### src/design/pwmc_defs.vh
`ifndef PWMC_DEFS_VH
`define PWMC_DEFS_VH

// ==========================================================
// Register map (byte addresses)
`define PWMC_A_GCFG    8'h00
`define PWMC_A_FREQ    8'h04
`define PWMC_A_PHASE   8'h08
`define PWMC_A_COMP    8'h0C
`define PWMC_A_MODE    8'h10
`define PWMC_A_RUN     8'h14
`define PWMC_A_PAD     8'h18
`define PWMC_A_OVLIM   8'h1C
`define PWMC_A_ISTS    8'h20
`define PWMC_A_IMASK   8'h24

// ==========================================================
// Field positions
`define PWMC_GCFG_MASTER 0
`define PWMC_GCFG_EXTREQ 4
`define PWMC_PAD_EXT     0
`define PWMC_PAD_LINE    1
`define PWMC_PAD_DRV     10
`define PWMC_IRQ_ACQ     0
`define PWMC_IRQ_LOST    1
`define PWMC_IRQ_OV      2
`define PWMC_IRQ_ELECT   3

// ==========================================================
// Reset values
`define PWMC_PER_RST   16'h0190
`define PWMC_PH1_RST   16'h00C8
`define PWMC_COMP_RST  16'h0000
`define PWMC_OVLIM_RST 16'hFFFF

// ==========================================================
// Timing
`define PWMC_CLK_MHZ    200
`define PWMC_PULSE_NS   500
`define PWMC_PULSE_CYC  ((`PWMC_PULSE_NS * `PWMC_CLK_MHZ + 999) / 1000)
`define PWMC_REFR_NS    100
`define PWMC_REFR_CYC   ((`PWMC_REFR_NS * `PWMC_CLK_MHZ + 999) / 1000)
`define PWMC_REFR_DIV   16'h000C
`define PWMC_RAMP_TICKS 8'h40
`define PWMC_DROP_EVERY 2'h2
`define PWMC_RESP_OK    2'h0
`define PWMC_RESP_ERR   2'h2
`endif

### src/design/pwmc_sync2.v
`timescale 1ns/1ps
`include "pwmc_defs.vh"
// ==========================================================
// Two-stage synchroniser for asynchronous inputs.
module pwmc_sync2 #(
  parameter W = 1
) (
  input  wire         aclk,    // Block clock.
  input  wire         aresetn, // Synchronous reset, active low.
  input  wire [W-1:0] d,       // Asynchronous inputs.
  output reg  [W-1:0] q        // Synchronised outputs.
);
  reg [W-1:0] meta_q;

  // The first stage feeds only the second stage.
  always @(posedge aclk) begin
    if (!aresetn) begin
      meta_q <= {W{1'b0}};
      q      <= {W{1'b0}};
    end else begin
      meta_q <= d;
      q      <= meta_q;
    end
  end
endmodule // pwmc_sync2

### src/design/pwmc_chan.v
`timescale 1ns/1ps
`include "pwmc_defs.vh"
// ==========================================================
// One PWM channel: phase delay, mode sequencing, gate drive.
module pwmc_chan (
  input  wire        aclk,    // Block clock.
  input  wire        aresetn, // Synchronous reset, active low.
  input  wire        run,     // Channel enabled and switching allowed.
  input  wire        dcm_sel, // Discontinuous mode selected.
  input  wire        tick,    // Timing reference pulse.
  input  wire [15:0] phase,   // Set delay in clock cycles.
  input  wire [15:0] rlen,    // Dropout refresh length.
  input  wire        pk,      // Peak current trip, synchronised.
  input  wire        irev,    // Reverse current comparator.
  input  wire        drop,    // Dropout detected.
  output reg         top_on,  // Top switch gate.
  output reg         bot_on,  // Bottom switch gate.
  output reg         ccm,     // Running in continuous conduction.
  output wire        ramping  // Start-up ramp in progress.
);
  reg [15:0] dly_q;
  reg        act_q;
  reg [7:0]  ramp_q;
  reg [1:0]  cyc_q;
  reg [15:0] rcnt_q;
  reg        blank_q;
  reg        rev_q;
  wire       set_p  = (tick && phase == 16'h0000) || (act_q && dly_q == 16'h0001);
  wire       dcm    = (ramp_q != 8'h00) || dcm_sel;
  wire       refr   = set_p && drop && cyc_q == `PWMC_DROP_EVERY;

  assign ramping = ramp_q != 8'h00;

  // Set pulse follows the reference edge by the phase count.
  always @(posedge aclk) begin
    if (!aresetn) begin
      dly_q <= 16'h0000;
      act_q <= 1'b0;
    end else if (tick && phase != 16'h0000) begin
      dly_q <= phase;
      act_q <= 1'b1;
    end else if (act_q) begin
      dly_q <= dly_q - 16'h0001;
      act_q <= dly_q != 16'h0001;
    end
  end

  // Ramp runs discontinuous for a fixed number of periods.
  always @(posedge aclk) begin
    if (!aresetn || !run) begin
      ramp_q <= `PWMC_RAMP_TICKS;
      cyc_q  <= 2'h0;
    end else if (set_p) begin
      if (ramp_q != 8'h00)
        ramp_q <= ramp_q - 8'h01;
      cyc_q <= (cyc_q == `PWMC_DROP_EVERY) ? 2'h0 : cyc_q + 2'h1;
    end
  end

  // Gate drive; dropout delays top turn-on every third cycle.
  always @(posedge aclk) begin
    if (!aresetn || !run) begin
      top_on  <= 1'b0;
      bot_on  <= 1'b0;
      rcnt_q  <= 16'h0000;
      blank_q <= 1'b0;
      rev_q   <= 1'b0;
      ccm     <= 1'b0;
    end else begin
      if (refr) begin
        rcnt_q <= rlen;
        top_on <= 1'b0;
        bot_on <= 1'b1;
      end else if (rcnt_q == 16'h0001) begin
        rcnt_q <= 16'h0000;
        top_on <= 1'b1;
        bot_on <= 1'b0;
      end else if (rcnt_q != 16'h0000) begin
        rcnt_q <= rcnt_q - 16'h0001;
      end else if (set_p) begin
        top_on <= 1'b1;
        bot_on <= 1'b0;
      end else if (pk && top_on) begin
        top_on <= 1'b0;
        bot_on <= !blank_q;
      end else if (dcm && irev) begin
        bot_on <= 1'b0;
      end
      // Bottom stays off for the rest of the cycle once reverse seen in discontinuous mode.
      if (set_p) begin
        blank_q <= 1'b0;
        rev_q   <= 1'b0;
        ccm     <= !(dcm && rev_q);
      end else if (dcm && irev) begin
        blank_q <= 1'b1;
        rev_q   <= 1'b1;
      end
    end
  end
endmodule // pwmc_chan

### src/design/pwmc_top.v
// The AXI4-Lite interface to the registers and the register addresses were decided locally.
`timescale 1ns/1ps
`include "pwmc_defs.vh"
// ==========================================================
// Timing reference, sync line, channels and register slave.
module pwmc_top (
  input  wire        aclk,          // Block clock, 200 MHz.
  input  wire        aresetn,       // Synchronous reset, active low.
  input  wire [7:0]  s_axi_awaddr,  // Write address.
  input  wire        s_axi_awvalid, // Write address valid.
  output wire        s_axi_awready, // Write address ready.
  input  wire [31:0] s_axi_wdata,   // Write data.
  input  wire [3:0]  s_axi_wstrb,   // Write byte strobes.
  input  wire        s_axi_wvalid,  // Write data valid.
  output wire        s_axi_wready,  // Write data ready.
  output reg  [1:0]  s_axi_bresp,   // Write response.
  output reg         s_axi_bvalid,  // Write response valid.
  input  wire        s_axi_bready,  // Write response ready.
  input  wire [7:0]  s_axi_araddr,  // Read address.
  input  wire        s_axi_arvalid, // Read address valid.
  output wire        s_axi_arready, // Read address ready.
  output reg  [31:0] s_axi_rdata,   // Read data.
  output reg  [1:0]  s_axi_rresp,   // Read response.
  output reg         s_axi_rvalid,  // Read data valid.
  input  wire        s_axi_rready,  // Read data ready.
  input  wire        sync_i,        // Timing line level.
  output reg         sync_o,        // Timing line drive value, always low.
  output reg         sync_oe,       // Timing line pull-down enable.
  input  wire [1:0]  pk_trip_i,     // Peak current comparators.
  input  wire [1:0]  i_rev_i,       // Reverse current comparators.
  input  wire [1:0]  dropout_i,     // Dropout detectors.
  input  wire [15:0] adc_vin,       // Measured input voltage.
  input  wire        adc_vin_valid, // New input voltage sample.
  output wire [1:0]  top_on,        // Top gate per channel.
  output wire [1:0]  bot_on,        // Bottom gate per channel.
  output wire [1:0]  ccm_active,    // Continuous conduction per channel.
  output reg  [4:0]  comp0_res,     // Channel 0 resistor code.
  output reg  [2:0]  comp0_gm,      // Channel 0 transconductance.
  output reg  [4:0]  comp1_res,     // Channel 1 resistor code.
  output reg  [2:0]  comp1_gm,      // Channel 1 transconductance.
  output wire        irq            // Interrupt, active high level.
);
  // ========================================================
  // Registers
  reg        master_q, extreq_q;
  reg [15:0] per_q, ph0_q, ph1_q, comp_q, ovlim_q;
  reg [1:0]  mode_q, run_q;
  reg [3:0]  ists_q, imask_q;
  reg        aw_got_q, w_got_q;
  reg [7:0]  awaddr_q;
  reg [31:0] wdata_q;
  reg [3:0]  wstrb_q;
  reg        line_q, ext_seen_q, ext_ok_q, drv_en_q;
  reg [17:0] ext_cnt_q;
  reg [15:0] osc_cnt_q;
  reg [7:0]  pcnt_q;
  wire [6:0] syn;
  wire [1:0] ramp;

  pwmc_sync2 #(.W(7)) u_sync (
    .aclk    (aclk),
    .aresetn (aresetn),
    .d       ({dropout_i, i_rev_i, pk_trip_i, sync_i}),
    .q       (syn)
  );

  // ========================================================
  // Timing line observation
  wire        line_s  = syn[0];
  wire        fall    = line_q && !line_s;
  wire        own     = pcnt_q != 8'h00;
  wire        foreign = fall && !own;
  wire [17:0] lim     = {2'b00, per_q} + {4'h0, per_q[15:2]};
  wire        late    = ext_cnt_q > lim;
  wire        osc_wrap = osc_cnt_q >= per_q - 16'h0001;
  wire        tick    = ext_ok_q ? foreign : osc_wrap;
  wire        sw_ok   = !extreq_q || ext_ok_q;
  wire [31:0] rlen_w  = per_q / `PWMC_REFR_DIV + `PWMC_REFR_CYC;
  wire [15:0] rlen    = rlen_w[15:0];
  wire [31:0] pulse_w = `PWMC_PULSE_CYC;
  wire        any_run = run_q != 2'b00;

  // An edge arriving within 125% of our period means the outside
  // clock runs above 80% of ours; a late one drops the lock.
  always @(posedge aclk) begin
    if (!aresetn) begin
      line_q     <= 1'b1;
      ext_cnt_q  <= 18'h3FFFF;
      ext_seen_q <= 1'b0;
      ext_ok_q   <= 1'b0;
    end else begin
      line_q <= line_s;
      if (foreign)
        ext_cnt_q <= 18'h00000;
      else if (ext_cnt_q != 18'h3FFFF)
        ext_cnt_q <= ext_cnt_q + 18'h00001;
      if (foreign) begin
        ext_seen_q <= 1'b1;
        ext_ok_q   <= ext_seen_q && !late;
      end else if (late) begin
        ext_seen_q <= 1'b0;
        ext_ok_q   <= 1'b0;
      end
    end
  end

  // Internal oscillator; restarts on each followed outside edge.
  always @(posedge aclk) begin
    if (!aresetn || tick)
      osc_cnt_q <= 16'h0000;
    else if (osc_cnt_q != 16'hFFFF)
      osc_cnt_q <= osc_cnt_q + 16'h0001;
  end

  // ========================================================
  // Master drive and election
  // A master that sees a falling edge it did not make has lost
  // the election or found an outside clock, and lets go of the
  // line until that clock goes away. Two masters that fall in
  // the very same cycle both keep driving in step, harmlessly.
  always @(posedge aclk) begin
    if (!aresetn) begin
      drv_en_q <= 1'b0;
      pcnt_q   <= 8'h00;
      sync_oe  <= 1'b0;
      sync_o   <= 1'b0;
    end else begin
      sync_o <= 1'b0;
      if (!master_q || foreign)
        drv_en_q <= 1'b0;
      else if (!ext_seen_q)
        drv_en_q <= 1'b1;
      if (osc_wrap && drv_en_q && master_q && !foreign) begin
        pcnt_q  <= pulse_w[7:0];
        sync_oe <= 1'b1;
      end else if (pcnt_q != 8'h00) begin
        pcnt_q  <= pcnt_q - 8'h01;
        sync_oe <= pcnt_q != 8'h01;
      end else begin
        sync_oe <= 1'b0;
      end
    end
  end

  // ========================================================
  // Channels
  pwmc_chan u_ch0 (
    .aclk    (aclk),
    .aresetn (aresetn),
    .run     (run_q[0] && sw_ok),
    .dcm_sel (mode_q[0]),
    .tick    (tick),
    .phase   (ph0_q),
    .rlen    (rlen),
    .pk      (syn[1]),
    .irev    (syn[3]),
    .drop    (syn[5]),
    .top_on  (top_on[0]),
    .bot_on  (bot_on[0]),
    .ccm     (ccm_active[0]),
    .ramping (ramp[0])
  );

  pwmc_chan u_ch1 (
    .aclk    (aclk),
    .aresetn (aresetn),
    .run     (run_q[1] && sw_ok),
    .dcm_sel (mode_q[1]),
    .tick    (tick),
    .phase   (ph1_q),
    .rlen    (rlen),
    .pk      (syn[2]),
    .irev    (syn[4]),
    .drop    (syn[6]),
    .top_on  (top_on[1]),
    .bot_on  (bot_on[1]),
    .ccm     (ccm_active[1]),
    .ramping (ramp[1])
  );

  // ========================================================
  // Register read mux; bit 32 flags a mapped address.
  function [32:0] rd;
    input [7:0] a;
    begin
      rd = {1'b1, 32'h00000000};
      case (a)
        `PWMC_A_GCFG: begin
          rd[`PWMC_GCFG_MASTER] = master_q;
          rd[`PWMC_GCFG_EXTREQ] = extreq_q;
        end
        `PWMC_A_FREQ:  rd[15:0] = per_q;
        `PWMC_A_PHASE: rd[31:0] = {ph1_q, ph0_q};
        `PWMC_A_COMP:  rd[15:0] = comp_q;
        `PWMC_A_MODE:  rd[3:0] = {ramp, mode_q};
        `PWMC_A_RUN:   rd[3:0] = {ccm_active, run_q};
        `PWMC_A_PAD: begin
          rd[`PWMC_PAD_EXT]  = ext_ok_q;
          rd[`PWMC_PAD_LINE] = line_q;
          rd[`PWMC_PAD_DRV]  = drv_en_q;
        end
        `PWMC_A_OVLIM: rd[15:0] = ovlim_q;
        `PWMC_A_ISTS:  rd[3:0] = ists_q;
        `PWMC_A_IMASK: rd[3:0] = imask_q;
        default:       rd[32] = 1'b0;
      endcase
    end
  endfunction

  // ========================================================
  // Write channel and read address handshakes
  assign s_axi_awready = !aw_got_q && !s_axi_bvalid;
  assign s_axi_wready  = !w_got_q && !s_axi_bvalid;
  assign s_axi_arready = !s_axi_rvalid;

  wire        do_wr = aw_got_q && w_got_q && !s_axi_bvalid;
  wire [32:0] cur   = rd(awaddr_q);
  wire [31:0] bm    = {{8{wstrb_q[3]}}, {8{wstrb_q[2]}}, {8{wstrb_q[1]}}, {8{wstrb_q[0]}}};
  wire [31:0] wv    = (cur[31:0] & ~bm) | (wdata_q & bm);
  // Frequency and phase are locked while any channel runs.
  wire        lock  = any_run && (awaddr_q == `PWMC_A_FREQ || awaddr_q == `PWMC_A_PHASE);
  wire        wr_ok = do_wr && cur[32] && !lock;
  wire        ov    = adc_vin_valid && adc_vin > ovlim_q;
  wire [3:0]  ev;

  assign ev[`PWMC_IRQ_ACQ]   = foreign && ext_seen_q && !late && !ext_ok_q;
  assign ev[`PWMC_IRQ_LOST]  = !foreign && late && ext_ok_q;
  assign ev[`PWMC_IRQ_OV]    = ov && any_run;
  assign ev[`PWMC_IRQ_ELECT] = foreign && master_q && drv_en_q;
  assign irq = (ists_q & imask_q) != 4'h0;

  // Address and data may arrive in either order.
  always @(posedge aclk) begin
    if (!aresetn) begin
      aw_got_q     <= 1'b0;
      w_got_q      <= 1'b0;
      awaddr_q     <= 8'h00;
      wdata_q      <= 32'h00000000;
      wstrb_q      <= 4'h0;
      s_axi_bvalid <= 1'b0;
      s_axi_bresp  <= `PWMC_RESP_OK;
    end else begin
      if (s_axi_awvalid && s_axi_awready) begin
        aw_got_q <= 1'b1;
        awaddr_q <= {s_axi_awaddr[7:2], 2'b00};
      end
      if (s_axi_wvalid && s_axi_wready) begin
        w_got_q <= 1'b1;
        wdata_q <= s_axi_wdata;
        wstrb_q <= s_axi_wstrb;
      end
      if (do_wr) begin
        aw_got_q     <= 1'b0;
        w_got_q      <= 1'b0;
        s_axi_bvalid <= 1'b1;
        s_axi_bresp  <= wr_ok ? `PWMC_RESP_OK : `PWMC_RESP_ERR;
      end else if (s_axi_bvalid && s_axi_bready) begin
        s_axi_bvalid <= 1'b0;
      end
    end
  end

  // Register storage. An overvoltage clears the run bits and
  // beats a software write in the same cycle; a status event
  // beats a write-one-to-clear in the same cycle.
  always @(posedge aclk) begin
    if (!aresetn) begin
      master_q <= 1'b0;
      extreq_q <= 1'b0;
      per_q    <= `PWMC_PER_RST;
      ph0_q    <= 16'h0000;
      ph1_q    <= `PWMC_PH1_RST;
      comp_q   <= `PWMC_COMP_RST;
      mode_q   <= 2'b00;
      run_q    <= 2'b00;
      ovlim_q  <= `PWMC_OVLIM_RST;
      ists_q   <= 4'h0;
      imask_q  <= 4'h0;
    end else begin
      if (wr_ok) begin
        case (awaddr_q)
          `PWMC_A_GCFG: begin
            master_q <= wv[`PWMC_GCFG_MASTER];
            extreq_q <= wv[`PWMC_GCFG_EXTREQ];
          end
          `PWMC_A_FREQ:  per_q <= wv[15:0];
          `PWMC_A_PHASE: {ph1_q, ph0_q} <= wv;
          `PWMC_A_COMP:  comp_q <= wv[15:0];
          `PWMC_A_MODE:  mode_q <= wv[1:0];
          `PWMC_A_RUN:   run_q <= wv[1:0];
          `PWMC_A_OVLIM: ovlim_q <= wv[15:0];
          `PWMC_A_IMASK: imask_q <= wv[3:0];
          default: ;
        endcase
      end
      if (ov)
        run_q <= 2'b00;
      ists_q <= (ists_q & ~((wr_ok && awaddr_q == `PWMC_A_ISTS) ? wv[3:0] : 4'h0)) | ev;
    end
  end

  // Compensation fields drive the analog loop through one register stage.
  always @(posedge aclk) begin
    if (!aresetn) begin
      comp0_res <= 5'h00;
      comp0_gm  <= 3'h0;
      comp1_res <= 5'h00;
      comp1_gm  <= 3'h0;
    end else begin
      comp0_res <= comp_q[4:0];
      comp0_gm  <= comp_q[7:5];
      comp1_res <= comp_q[12:8];
      comp1_gm  <= comp_q[15:13];
    end
  end

  wire [32:0] rd_a = rd({s_axi_araddr[7:2], 2'b00});

  // Read channel answers one cycle after the address is taken.
  always @(posedge aclk) begin
    if (!aresetn) begin
      s_axi_rvalid <= 1'b0;
      s_axi_rdata  <= 32'h00000000;
      s_axi_rresp  <= `PWMC_RESP_OK;
    end else if (s_axi_arvalid && s_axi_arready) begin
      s_axi_rvalid <= 1'b1;
      s_axi_rdata  <= rd_a[31:0];
      s_axi_rresp  <= rd_a[32] ? `PWMC_RESP_OK : `PWMC_RESP_ERR;
    end else if (s_axi_rvalid && s_axi_rready) begin
      s_axi_rvalid <= 1'b0;
    end
  end
endmodule // pwmc_top

### config.mk
export PLATFORM = sky130hd
export DESIGN_NAME = pwmc_top
export DESIGN_NICKNAME = d
export VERILOG_FILES = /design/src/design/pwmc_sync2.v /design/src/design/pwmc_chan.v /design/src/design/pwmc_top.v
export VERILOG_INCLUDE_DIRS = /design/src /design/src/design
export SDC_FILE = /design/constraint.sdc
export NUM_CORES = 1
export LEC_CHECK = 0
export BUFFER_PORTS_ARGS = -buffer_cell sky130_fd_sc_hd__buf_2
export CAP_MARGIN = 20
export CORE_ASPECT_RATIO = 1.2
export CORE_UTILIZATION = 45
export CTS_CLUSTER_SIZE = 12
export DETAILED_ROUTE_END_ITERATION = 10
export GPL_TIMING_DRIVEN = 0
export PLACE_DENSITY = 0.71
export REMOVE_ABC_BUFFERS = 1
export SYNTH_ARGS = -nofsm -noshare
export SYNTH_HDL_FRONTEND = slang
export SYNTH_HIERARCHICAL = 1
export SYNTH_SLANG_ARGS = --single-unit
export TNS_END_PERCENT = 30
### constraint.sdc
create_clock -name aclk -period 6.3 [get_ports aclk]
set_input_delay 0.945 -clock aclk [delete_from_list [all_inputs] [get_ports aclk]]
set_output_delay 0.945 -clock aclk [all_outputs]
set_load 0.02 [all_outputs]
==> summary.md, run 1 <==
| Metric | Value |
|---|---|
| Synth Instances | 2381 |
| RSZ-0062 raised after global routing | no |
| Slew headroom | 19.0% |
| DP Wirelength | 40900 um |
| Most common cell after layout, fill and taps aside | dfxtp_1 |
| Slew Viols, Final | 0 |
| Endpoints failing hold | 0 |
| FMAX | 169 MHz |
| Post-route cell area | 0.0220 mm2 |
| PortBufs | 141 |
| Num CTS Buffers | 37 |
| Yosys warns | 6 |
| Syn_area_per_cell | 8.31 um2 |
| Number of enable flip-flop cells after synthesis | 0 |
| Area Growth Syn to Fin | 11.0% |
| Via count | 17829 |
| Register share of total power | 47.0% |
| Area of the multi-input gates | 0.0120 mm2 |
| Nets@finish | 2608 |
| Area after DPL | 0.0208 mm2 |
| Number of synthesized register bits | 345 |
| GPL Wtd Cong | 0.918 |
| Util after Layout | 50.9% |
| Die H | 232 um |
| Sw frac | 26.3% |
| Largest net degree at the start of global routing | 132 |
| Initial Utilization | 45.9% |
| Top cells by area, synth | dfxtp_1 (35%), nand2_1 (5.8%), ha_1 (5.4%), o21ai_0 (3.5%), xnor2_1 (3.3%) |
| Detail Route Antenna Nets | 0 |
| Critical R2R Capture | u_ch1/rcnt_q[2] |
| Number of H-tree levels | 2 |
| Worst setup EP type | flop |
| CTS root buf | clkbuf_16 |
| Yosys cell types | 105 |
| Wire per inst | 18.8 um |
| Post-synth ARST share | 0% |
| Fillers | 4050 |
| Initial drt markers | 1376 |
| Hold Crit Class | reg -> reg |
| Seq/Total Area, Yosys | 34.9% |
| Worst Clk Skew | 16.1 ps |
| Crit path max fanout | 19 |
| Drc violations | 0 |
| Die width | 193 um |
| Clock network fraction of design power | 41.6% |
| Comb pwr share | 11.4% |
| Antenna Cells | 0 |
| IO Pins | 149 |
| WP data arrival | 6350 ps |
| Worst-Skew Late Latency | 540 ps |
| Worst Path Required | 6750 ps |
| Max VDD drop | 0.218 mV |
| Clock sink count | 345 |
| Final period utilization | 93.7% |
| Die area | 0.0448 mm2 |
| Pwr/cell area | 230 mW/mm2 |
| Setup Buffers After CTS | 0 |
| CTS tree | yes |
| CTS max path bufs | 3 |
| Hold path endpoint | u_sync/q[0] |
| Switching power | 1.33 mW |
| Max-cap viol count | 0 |
| GRT overflow | 0 |
| Core area | 0.0431 mm2 |
| Total power draw | 5.06 mW |
| Initial antenna violation count | 1 |
| Routed wire length | 56500 um |
| Worst Tran Pin Value | 1210 ps |
| Run status | finished, final reports clean |
| Avg Vias per Cell | 5.93 |
| Setup ws final | 396 ps |
| Dominant synthesized flop cell | dfxtp_1 |
| Type of element launching the critical path | flop |
| FF-to-FF Start | per_q[1] |
| Hold path depth | 1 |
| Vias in the first global route | 17456 |
| Pint | 3.73 mW |
| Final setup vio count | 0 |
| Crit path kind | reg -> reg |
| Global-route usage over all layers | 24.9% |
| R2R Setup Slk | 400 ps |
| Share of cells above drive strength 1 | 12.2% |
| Most frequent cells in the layout | dfxtp_1 (342), nand2_1 (304), nor2_1 (167) |
| Final Critical Period | 5900 ps |
| DR pass1 iterations | 8 |
| Dpl ws | 161 ps |
| Area share of the largest cell type after synthesis | 34.9% |
| Hold_sp | u_sync/meta_q[0] |
| Cell taking the most area after synthesis | dfxtp_1 |
| Global-route wire length before repair | 91000 um |
| Site Rows | 83 |
| Post-Syn Area | 0.0198 mm2 |
| FF-to-FF path depth | 21 |
| P_leak | 8.90 nW |
| CTS clk-pin slew, worst paths | 60 ps |
| Sequential cell area | 0.00691 mm2 |
[repair_timing]
| item | 4_1_cts | 5_1_grt |
|---|---|---|
| hold buffers | 0 | 0 |
| hold endpoints to repair | 0 | 0 |
| endpoints found under the setup margin | 0 | 10 |
| resized for setup | 0 | 2 |
[per-stage QoR]
stage,setup TNS [ps],hold slack (ps),std cells
6_report,0,436,3008
3_3_place_gp,-201,418,2937
2_1_floorplan,0,412,2244
4_1_cts,0,440,3006
5_1_grt,0,449,3008
3_5_place_dp,0,424,2950
[sequential cells by signal, summed over array words and instances, names as in the netlist, 16 cells and up]
| name | count |
|---|---|
| ph0_q | 16 |
| s_axi_rdata | 32 |
| comp_q | 16 |
| ph1_q | 16 |
| u_ch1/rcnt_q | 16 |
| ext_cnt_q | 18 |
| ovlim_q | 16 |
| u_ch0/dly_q | 16 |
| wdata_q | 32 |
| osc_cnt_q | 16 |
| per_q | 16 |
| u_ch0/rcnt_q | 16 |
| u_ch1/dly_q | 16 |
[worst max path at each step]
stage / slack, ps / depth (start not counted) / startpoint / to
final: 400 / 21 / per_q[1] / u_ch1/rcnt_q[2]
after floorplan: 1380 / 21 / per_q[14] / u_ch0/rcnt_q[10]
after detailed placement: 160 / 21 / per_q[14] / u_ch0/rcnt_q[10]
after CTS: 130 / 21 / per_q[14] / u_ch0/rcnt_q[10]
after global placement: -120 / 8 / s_axi_araddr[2] / s_axi_rdata[1]
after global routing: 30 / 21 / per_q[1] / u_ch1/rcnt_q[12]
[synth_stat cells (47+ instances only)]
master,number
and2_1,86
nand3_1,73
nand2_1,305
nor3_1,47
nor2_1,167
a21oi_1,91
ha_1,85
inv_1,70
nor2b_1,58
o21ai_0,138
clkbuf_1,108
a21boi_0,55
xor2_1,59
dfxtp_1,345
xnor2_1,74
[per-layer routing]
metal / vias up / global-route usage, % / routed length, um
li1: 8616 / - / -
met5: - / 0 / 9
met2: 553 / 45.0 / 28100
met3: 151 / 3.41 / 2930
met1: 8507 / 29.0 / 23000
met4: 2 / 11.9 / 2460
[power by group through the flow]
stage	sequential (mW)	combinational, mW	clock [mW]
3_5_place_dp	2.42	0.572	0
3_3_place_gp	2.42	0.536	0
6_report	2.38	0.576	2.10
2_1_floorplan	2.39	0.377	0
4_1_cts	2.37	0.576	2.15
5_1_grt	2.39	0.641	2.23
[kinds of logic (layout without fill, tap and decap cells)]
family | Yosys count | count (layout) | share of synthesized area (%)
other | 1 | 7 | 0.0190
and+or+nand+nor | 940 | 940 | 24.1
muxes | 78 | 78 | 4.40
xor gates and xnor gates | 133 | 133 | 5.89
buffers and inverters | 220 | 289 | 4.74
DFF | 345 | 345 | 34.9
adders and majority gates | 86 | 86 | 5.48
AOI/OAI and AO/OA | 578 | 578 | 20.5
[critical path: stages (launching register included)]
cell and delay (ps):
dfxtp_1 700, inv_1 260, ha_1 340, xnor2_1 160, ha_1 280, a21o_1 100
a21o_1 110, a21o_1 100, a21o_1 100, a21o_1 100, a21o_1 110, a21o_1 110
a211oi_1 60, o21ai_0 260, a31oi_1 150, o21ai_0 390, and2_1 440, inv_1 140
o22ai_4 550, nand2_1 390, nor2_1 760, o2bb2ai_1 190
[area by class of cell]
type,count,area share (%)
inverter,77,1.32
timing repair buffer,156,4.31
clock inverter,8,0.473
sequential,345,31.5
clock buffer,48,4.68
multi-input combinational,1822,54.6
tap,552,3.15
Power figures use the tool's default switching activity.
==> run 2: changes to the inputs <==
- BUFFER_PORTS_ARGS: -buffer_cell sky130_fd_sc_hd__buf_2 -> -buffer_cell sky130_fd_sc_hd__clkbuf_2
==> run 2 against run 1 <==
Effect of this change: the run now ends with DRC left; non-clock buffer count rose by 1; power rose by 1.7%; cell count rose by 0.13%; fmax rose by 0.44%; sequential share of layout area fell by 0.10 points; sequential cell count did not move; first-iteration DRC count fell by 11%; clock power rose by 4%; critical endpoint is now u_ch0/rcnt_q[0]; highest routed layer unchanged.
==> summary.md, run 2 (synthesis gave the netlist of run 1 again) <==
| Metric | Value |
|---|---|
| Crit path max fanout | 24 |
| Total power draw | 5.14 mW |
| Detail Route Antenna Nets | 0 |
| Area Growth Syn to Fin | 11.4% |
| PortBufs | 141 |
| Nets@finish | 2609 |
| Endpoints failing hold | 0 |
| Hold Crit Class | reg -> reg |
| Cts repair resizes | 0 |
| CTS max path bufs | 3 |
| Final hold slack | 429 ps |
| Final Critical Period | 5880 ps |
| Routed wire length | 56200 um |
| Initial drt markers | 1226 |
| Slew Viols, Final | 0 |
| Crit path kind | reg -> reg |
| CTS tree | yes |
| Drc violations | 1 |
| Die area | 0.0448 mm2 |
| Pwr/cell area | 233 mW/mm2 |
| Post-route cell area | 0.0220 mm2 |
| Final setup vio count | 0 |
| DR pass1 iterations | 8 |
| IO Pins | 149 |
| Max-cap viol count | 0 |
| Worst-Skew Late Latency | 560 ps |
| Area after DPL | 0.0208 mm2 |
| Global-route usage over all layers | 24.5% |
| Avg Vias per Cell | 5.91 |
| Slowest-stage cell, CP | nor4_2 |
| CTS clk-pin slew, worst paths | 60 ps |
| Setup TNS | 0 ps |
| WP data arrival | 6340 ps |
| DP Wirelength | 40800 um |
| Core area | 0.0431 mm2 |
| Setup Buffers After CTS | 0 |
| Global-route wire length before repair | 89700 um |
| Util after Layout | 51.1% |
| Largest registers | s_axi_rdata (32), wdata_q (32), ext_cnt_q (18) |
| Type of element launching the critical path | flop |
| Largest net degree at the start of global routing | 125 |
| Share of cells above drive strength 1 | 12.3% |
| Site Rows | 83 |
| Run status | finished with violations |
| Worst Tran Pin Value | 1240 ps |
| Failing checks | DRC |
| Num CTS Buffers | 37 |
| Via count | 17815 |
| GPL Wtd Cong | 0.928 |
| Critical-path cell list | ha_1 -> and2b_1 -> o211ai_1 -> a21oi_1 -> and4_4 -> nor3_1 -> a21boi_1 -> nor4_1 -> nor4_2 -> nand2_1 -> or4_1 -> a21boi_1 -> nor3_1 -> nor3b_1 -> o31ai_1 -> o2bb2ai_1 |
| Slew headroom | 16.1% |
| CTS root buf | clkbuf_16 |
| Max stage delay on crit path | 740 ps |
| CTS Hold Bufs | 0 |
| GRT overflow | 0 |
| RSZ-0062 raised after global routing | no |
| Antenna Cells | 0 |
| Wire per inst | 18.7 um |
| Final period utilization | 93.3% |
| Most common cell after layout, fill and taps aside | dfxtp_1 |
| Vias in the first global route | 17183 |
| Worst setup EP type | flop |
| Worst Path Required | 6760 ps |
| FMAX | 170 MHz |
| Initial antenna violation count | 1 |
| Worst Clk Skew | 34.8 ps |
| Clock sink count | 345 |
| Initial Utilization | 45.9% |
| Die H | 232 um |
| P_leak | 8.90 nW |
| Die width | 193 um |
| Most frequent cells in the layout | dfxtp_1 (342), nand2_1 (304), nor2_1 (167) |
| Max VDD drop | 0.199 mV |
| Number of H-tree levels | 2 |
-- run 2: metrics by stage --
step	setup slack, ps	instances
finish	422	3012
global route	80.2	3012
CTS	182	3009
detailed placement	213	2950
global placement	-196	2937
floorplan	1380	2244
-- run 2: routing by layer --
layer / track usage [%] / vias up / wire length [um] / share of wire (%)
li1: - / 8610 / - / -
met1: 28.1 / 8491 / 22600 / 40
met2: 44.7 / 568 / 27900 / 50
met3: 3.14 / 144 / 3090 / 5.5
met4: 12.1 / 2 / 2550 / 4.5
met5: 0 / - / 13 / 0.023
-- run 2: report_power, final --
part | leakage, nW | internal, mW | total [mW] | switching [mW]
registers | 2.80 | 2.27 | 2.38 | 0.105
logic | 5.51 | 0.235 | 0.575 | 0.340
clock network | 0.582 | 1.26 | 2.19 | 0.925
total | 8.90 | 3.77 | 5.14 | 1.37
-- run 2: path summary, 6_finish.rpt --
path         slack [ps]         endpoint  cells past startpoint             start
min                 430      u_sync/q[2]                      1  u_sync/meta_q[2]
min reg2reg         430      u_sync/q[2]                      1  u_sync/meta_q[2]
max reg2reg         420  u_ch0/rcnt_q[0]                     16         per_q[14]
max                 420  u_ch0/rcnt_q[0]                     16         per_q[14]
-- run 2: worst max-delay path, delay by kind of cell, from the launching register on --
kind	cells	cell delay (ps)
adder cells (fa/ha/maj)	1	380
AO/OA/AOI/OAI	6	2170
flip-flops	1	680
AND/OR/NAND/NOR	9	2560
-- run 2: final cells by class --
cell class,instances,area [um2]
well taps,552,691
clock inverters,7,139
multi-input cells,1822,12000
repair buffers,157,948
inverters,77,289
clock buffers,52,1060
flip-flops and latches,345,6910
fillers,3956,21100
==> run 3: changes to the inputs <==
- CELL_PAD_IN_SITES_DETAIL_PLACEMENT: not set -> 0
- CELL_PAD_IN_SITES_GLOBAL_PLACEMENT: not set -> 1
- PLACE_DENSITY: 0.71 -> 0.87
- TNS_END_PERCENT: 30 -> not set
- clock period: 6.3 -> 5.8 ns (I/O delays scaled with it)
==> run 3 against run 2 <==
Effect of this change: the flow still finishes with violations (DRC); fmax rose by 7.7%; utilization rose by 0.18 points; via count fell by 1.3%; critical path depth rose by 3; wire length fell by 0.25%; non-clock buffer count fell by 2; sequential cell count did not move; first-iteration DRC count fell by 13%; cell area rose by 0.35%; critical path type unchanged; count of clock-buffer cells in the layout rose by 4; setup slack got worse by 80 ps; clock skew fell by 9.1 ps.
==> summary.md, run 3 (synthesis gave the netlist of run 1 again) <==
| Metric | Value |
|---|---|
| Run status | finished with violations |
| Failing checks | DRC |
| Initial drt markers | 1070 |
| CTS clk-pin slew, worst paths | 60 ps |
| Max-cap viol count | 0 |
| Number of H-tree levels | 2 |
| WP data arrival | 5900 ps |
| Vias in the first global route | 16981 |
| Area after DPL | 0.0207 mm2 |
| Pwr/cell area | 256 mW/mm2 |
| Die width | 193 um |
| GPL Wtd Cong | 0.942 |
| Most common cell after layout, fill and taps aside | dfxtp_1 |
| Slew headroom | 31.9% |
| Nets@finish | 2609 |
| CTS max path bufs | 3 |
| Detail Route Antenna Nets | 0 |
| DR pass1 iterations | 8 |
| Slowest-stage cell, CP | dfxtp_4 |
| Share of cells above drive strength 1 | 13.0% |
| Fillers | 4087 |
| Global-route wire length before repair | 88900 um |
| Die area | 0.0448 mm2 |
| CTS Hold Bufs | 0 |
| P_leak | 8.92 nW |
| Sequential cell area | 0.00692 mm2 |
| Initial antenna violation count | 1 |
| Largest net degree at the start of global routing | 184 |
| Hold Crit Class | reg -> reg |
| FMAX | 183 MHz |
| Area of the multi-input gates | 0.0121 mm2 |
| Placed cells | 2948 |
| Type of element launching the critical path | flop |
| Core area | 0.0431 mm2 |
| Die H | 232 um |
| Most frequent cells in the layout | dfxtp_1 (336), nand2_1 (303), nor2_1 (164) |
| Fin cells | 3018 |
| Num CTS Buffers | 39 |
| Clock sink count | 345 |
| Final Critical Period | 5460 ps |
| CTS tree | yes |
| Post-route cell area | 0.0221 mm2 |
| Initial Utilization | 45.9% |
| Final setup vio count | 0 |
| Largest registers | s_axi_rdata (32), wdata_q (32), ext_cnt_q (18) |
| Final hold slack | 437 ps |
| Worst setup EP type | flop |
| Max stage delay on crit path | 550 ps |
| Routed wire length | 56000 um |
| Cell mode on critical path | nand3_1 |
| Worst Clk Skew | 25.7 ps |
| Final period utilization | 94.1% |
| Crit path max fanout | 23 |
| DP Wirelength | 40100 um |
| Setup Buffers After CTS | 0 |
| Endpoints failing hold | 0 |
| IO Pins | 149 |
| GRT overflow | 0 |
| Wire per inst | 18.6 um |
| Global-route usage over all layers | 24.4% |
| Slew Viols, Final | 0 |
| Worst Path Required | 6250 ps |
| PortBufs | 141 |
| Avg Vias per Cell | 5.83 |
| CTS root buf | clkbuf_16 |
| Area Growth Syn to Fin | 11.8% |
| Crit path max-delay family | simple AND/OR/NAND/NOR gates |
| Critical-path cell list | ha_1 -> nand2b_1 -> a21boi_4 -> nand3_1 -> and4_4 -> or3_1 -> a32oi_4 -> a311o_1 -> nand2_1 -> o2111ai_1 -> o21ai_4 -> inv_1 -> ha_1 -> nor2_1 -> nor2_1 -> nand3_1 -> xnor2_1 -> nand3_1 -> a21oi_1 |
| Antenna Cells | 0 |
| Site Rows | 83 |
| Setup TNS | 0 ps |
| Via count | 17583 |
| Drc violations | 1 |
| Worst-Skew Late Latency | 550 ps |
| Max VDD drop | 0.216 mV |
| Crit path kind | reg -> reg |
| Worst Tran Pin Value | 1020 ps |
| Crit path buffers/inverters | 1 |
==> run 3: path summary, 6_finish.rpt <==
check	endpoint	start	slack, ps	depth (start not counted)
max	u_ch0/rcnt_q[10]	per_q[15]	340	19
max reg2reg	u_ch0/rcnt_q[10]	per_q[15]	340	19
min	u_sync/q[1]	u_sync/meta_q[1]	440	1
min reg2reg	u_sync/q[1]	u_sync/meta_q[1]	440	1
==> run 3: per-stage QoR <==
stage / total power, mW / setup slack, ps / util [%]
6_report: 5.65 / 342 / 51.3
5_1_grt: 5.88 / -8.63 / 51.3
2_1_floorplan: 3.01 / 881 / -
3_3_place_gp: 3.22 / -801 / 47.7
3_5_place_dp: 3.25 / -357 / 48.1
4_1_cts: 5.70 / 49.6 / 51.0
==> run 3: routing by layer <==
metal	share of wire [%]	wire, um	GRT usage, %	up-vias
li1	-	-	-	8624
met4	3.4	1900	10.2	2
met2	50	28000	44.0	518
met1	41	23200	29.2	8336
met3	5.4	3010	3.25	103
met5	0.025	14	0	-
==> run 3: layout make-up <==
cell class / instances / area share (%)
clock buffers: 56 / 5.07
clock inverters: 11 / 0.606
inverters: 77 / 1.31
multi-input cells: 1822 / 54.6
flip-flops and latches: 345 / 31.3
well taps: 552 / 3.12
repair buffers: 155 / 4.01
==> run 3: power breakdown <==
group / switching (mW) / leakage (nW) / total [mW] / internal (mW)
clock network: 1.01 / 0.617 / 2.45 / 1.44
registers: 0.114 / 2.80 / 2.58 / 2.47
logic: 0.372 / 5.50 / 0.622 / 0.250
==> run 3: timing repair <==
| action | in CTS | in global routing |
|---|---|---|
| pin swaps | 0 | 2 |
| gates cloned | 0 | 0 |
| setup endpoints to repair | 12 | 27 |
| resized for setup | 4 | 18 |
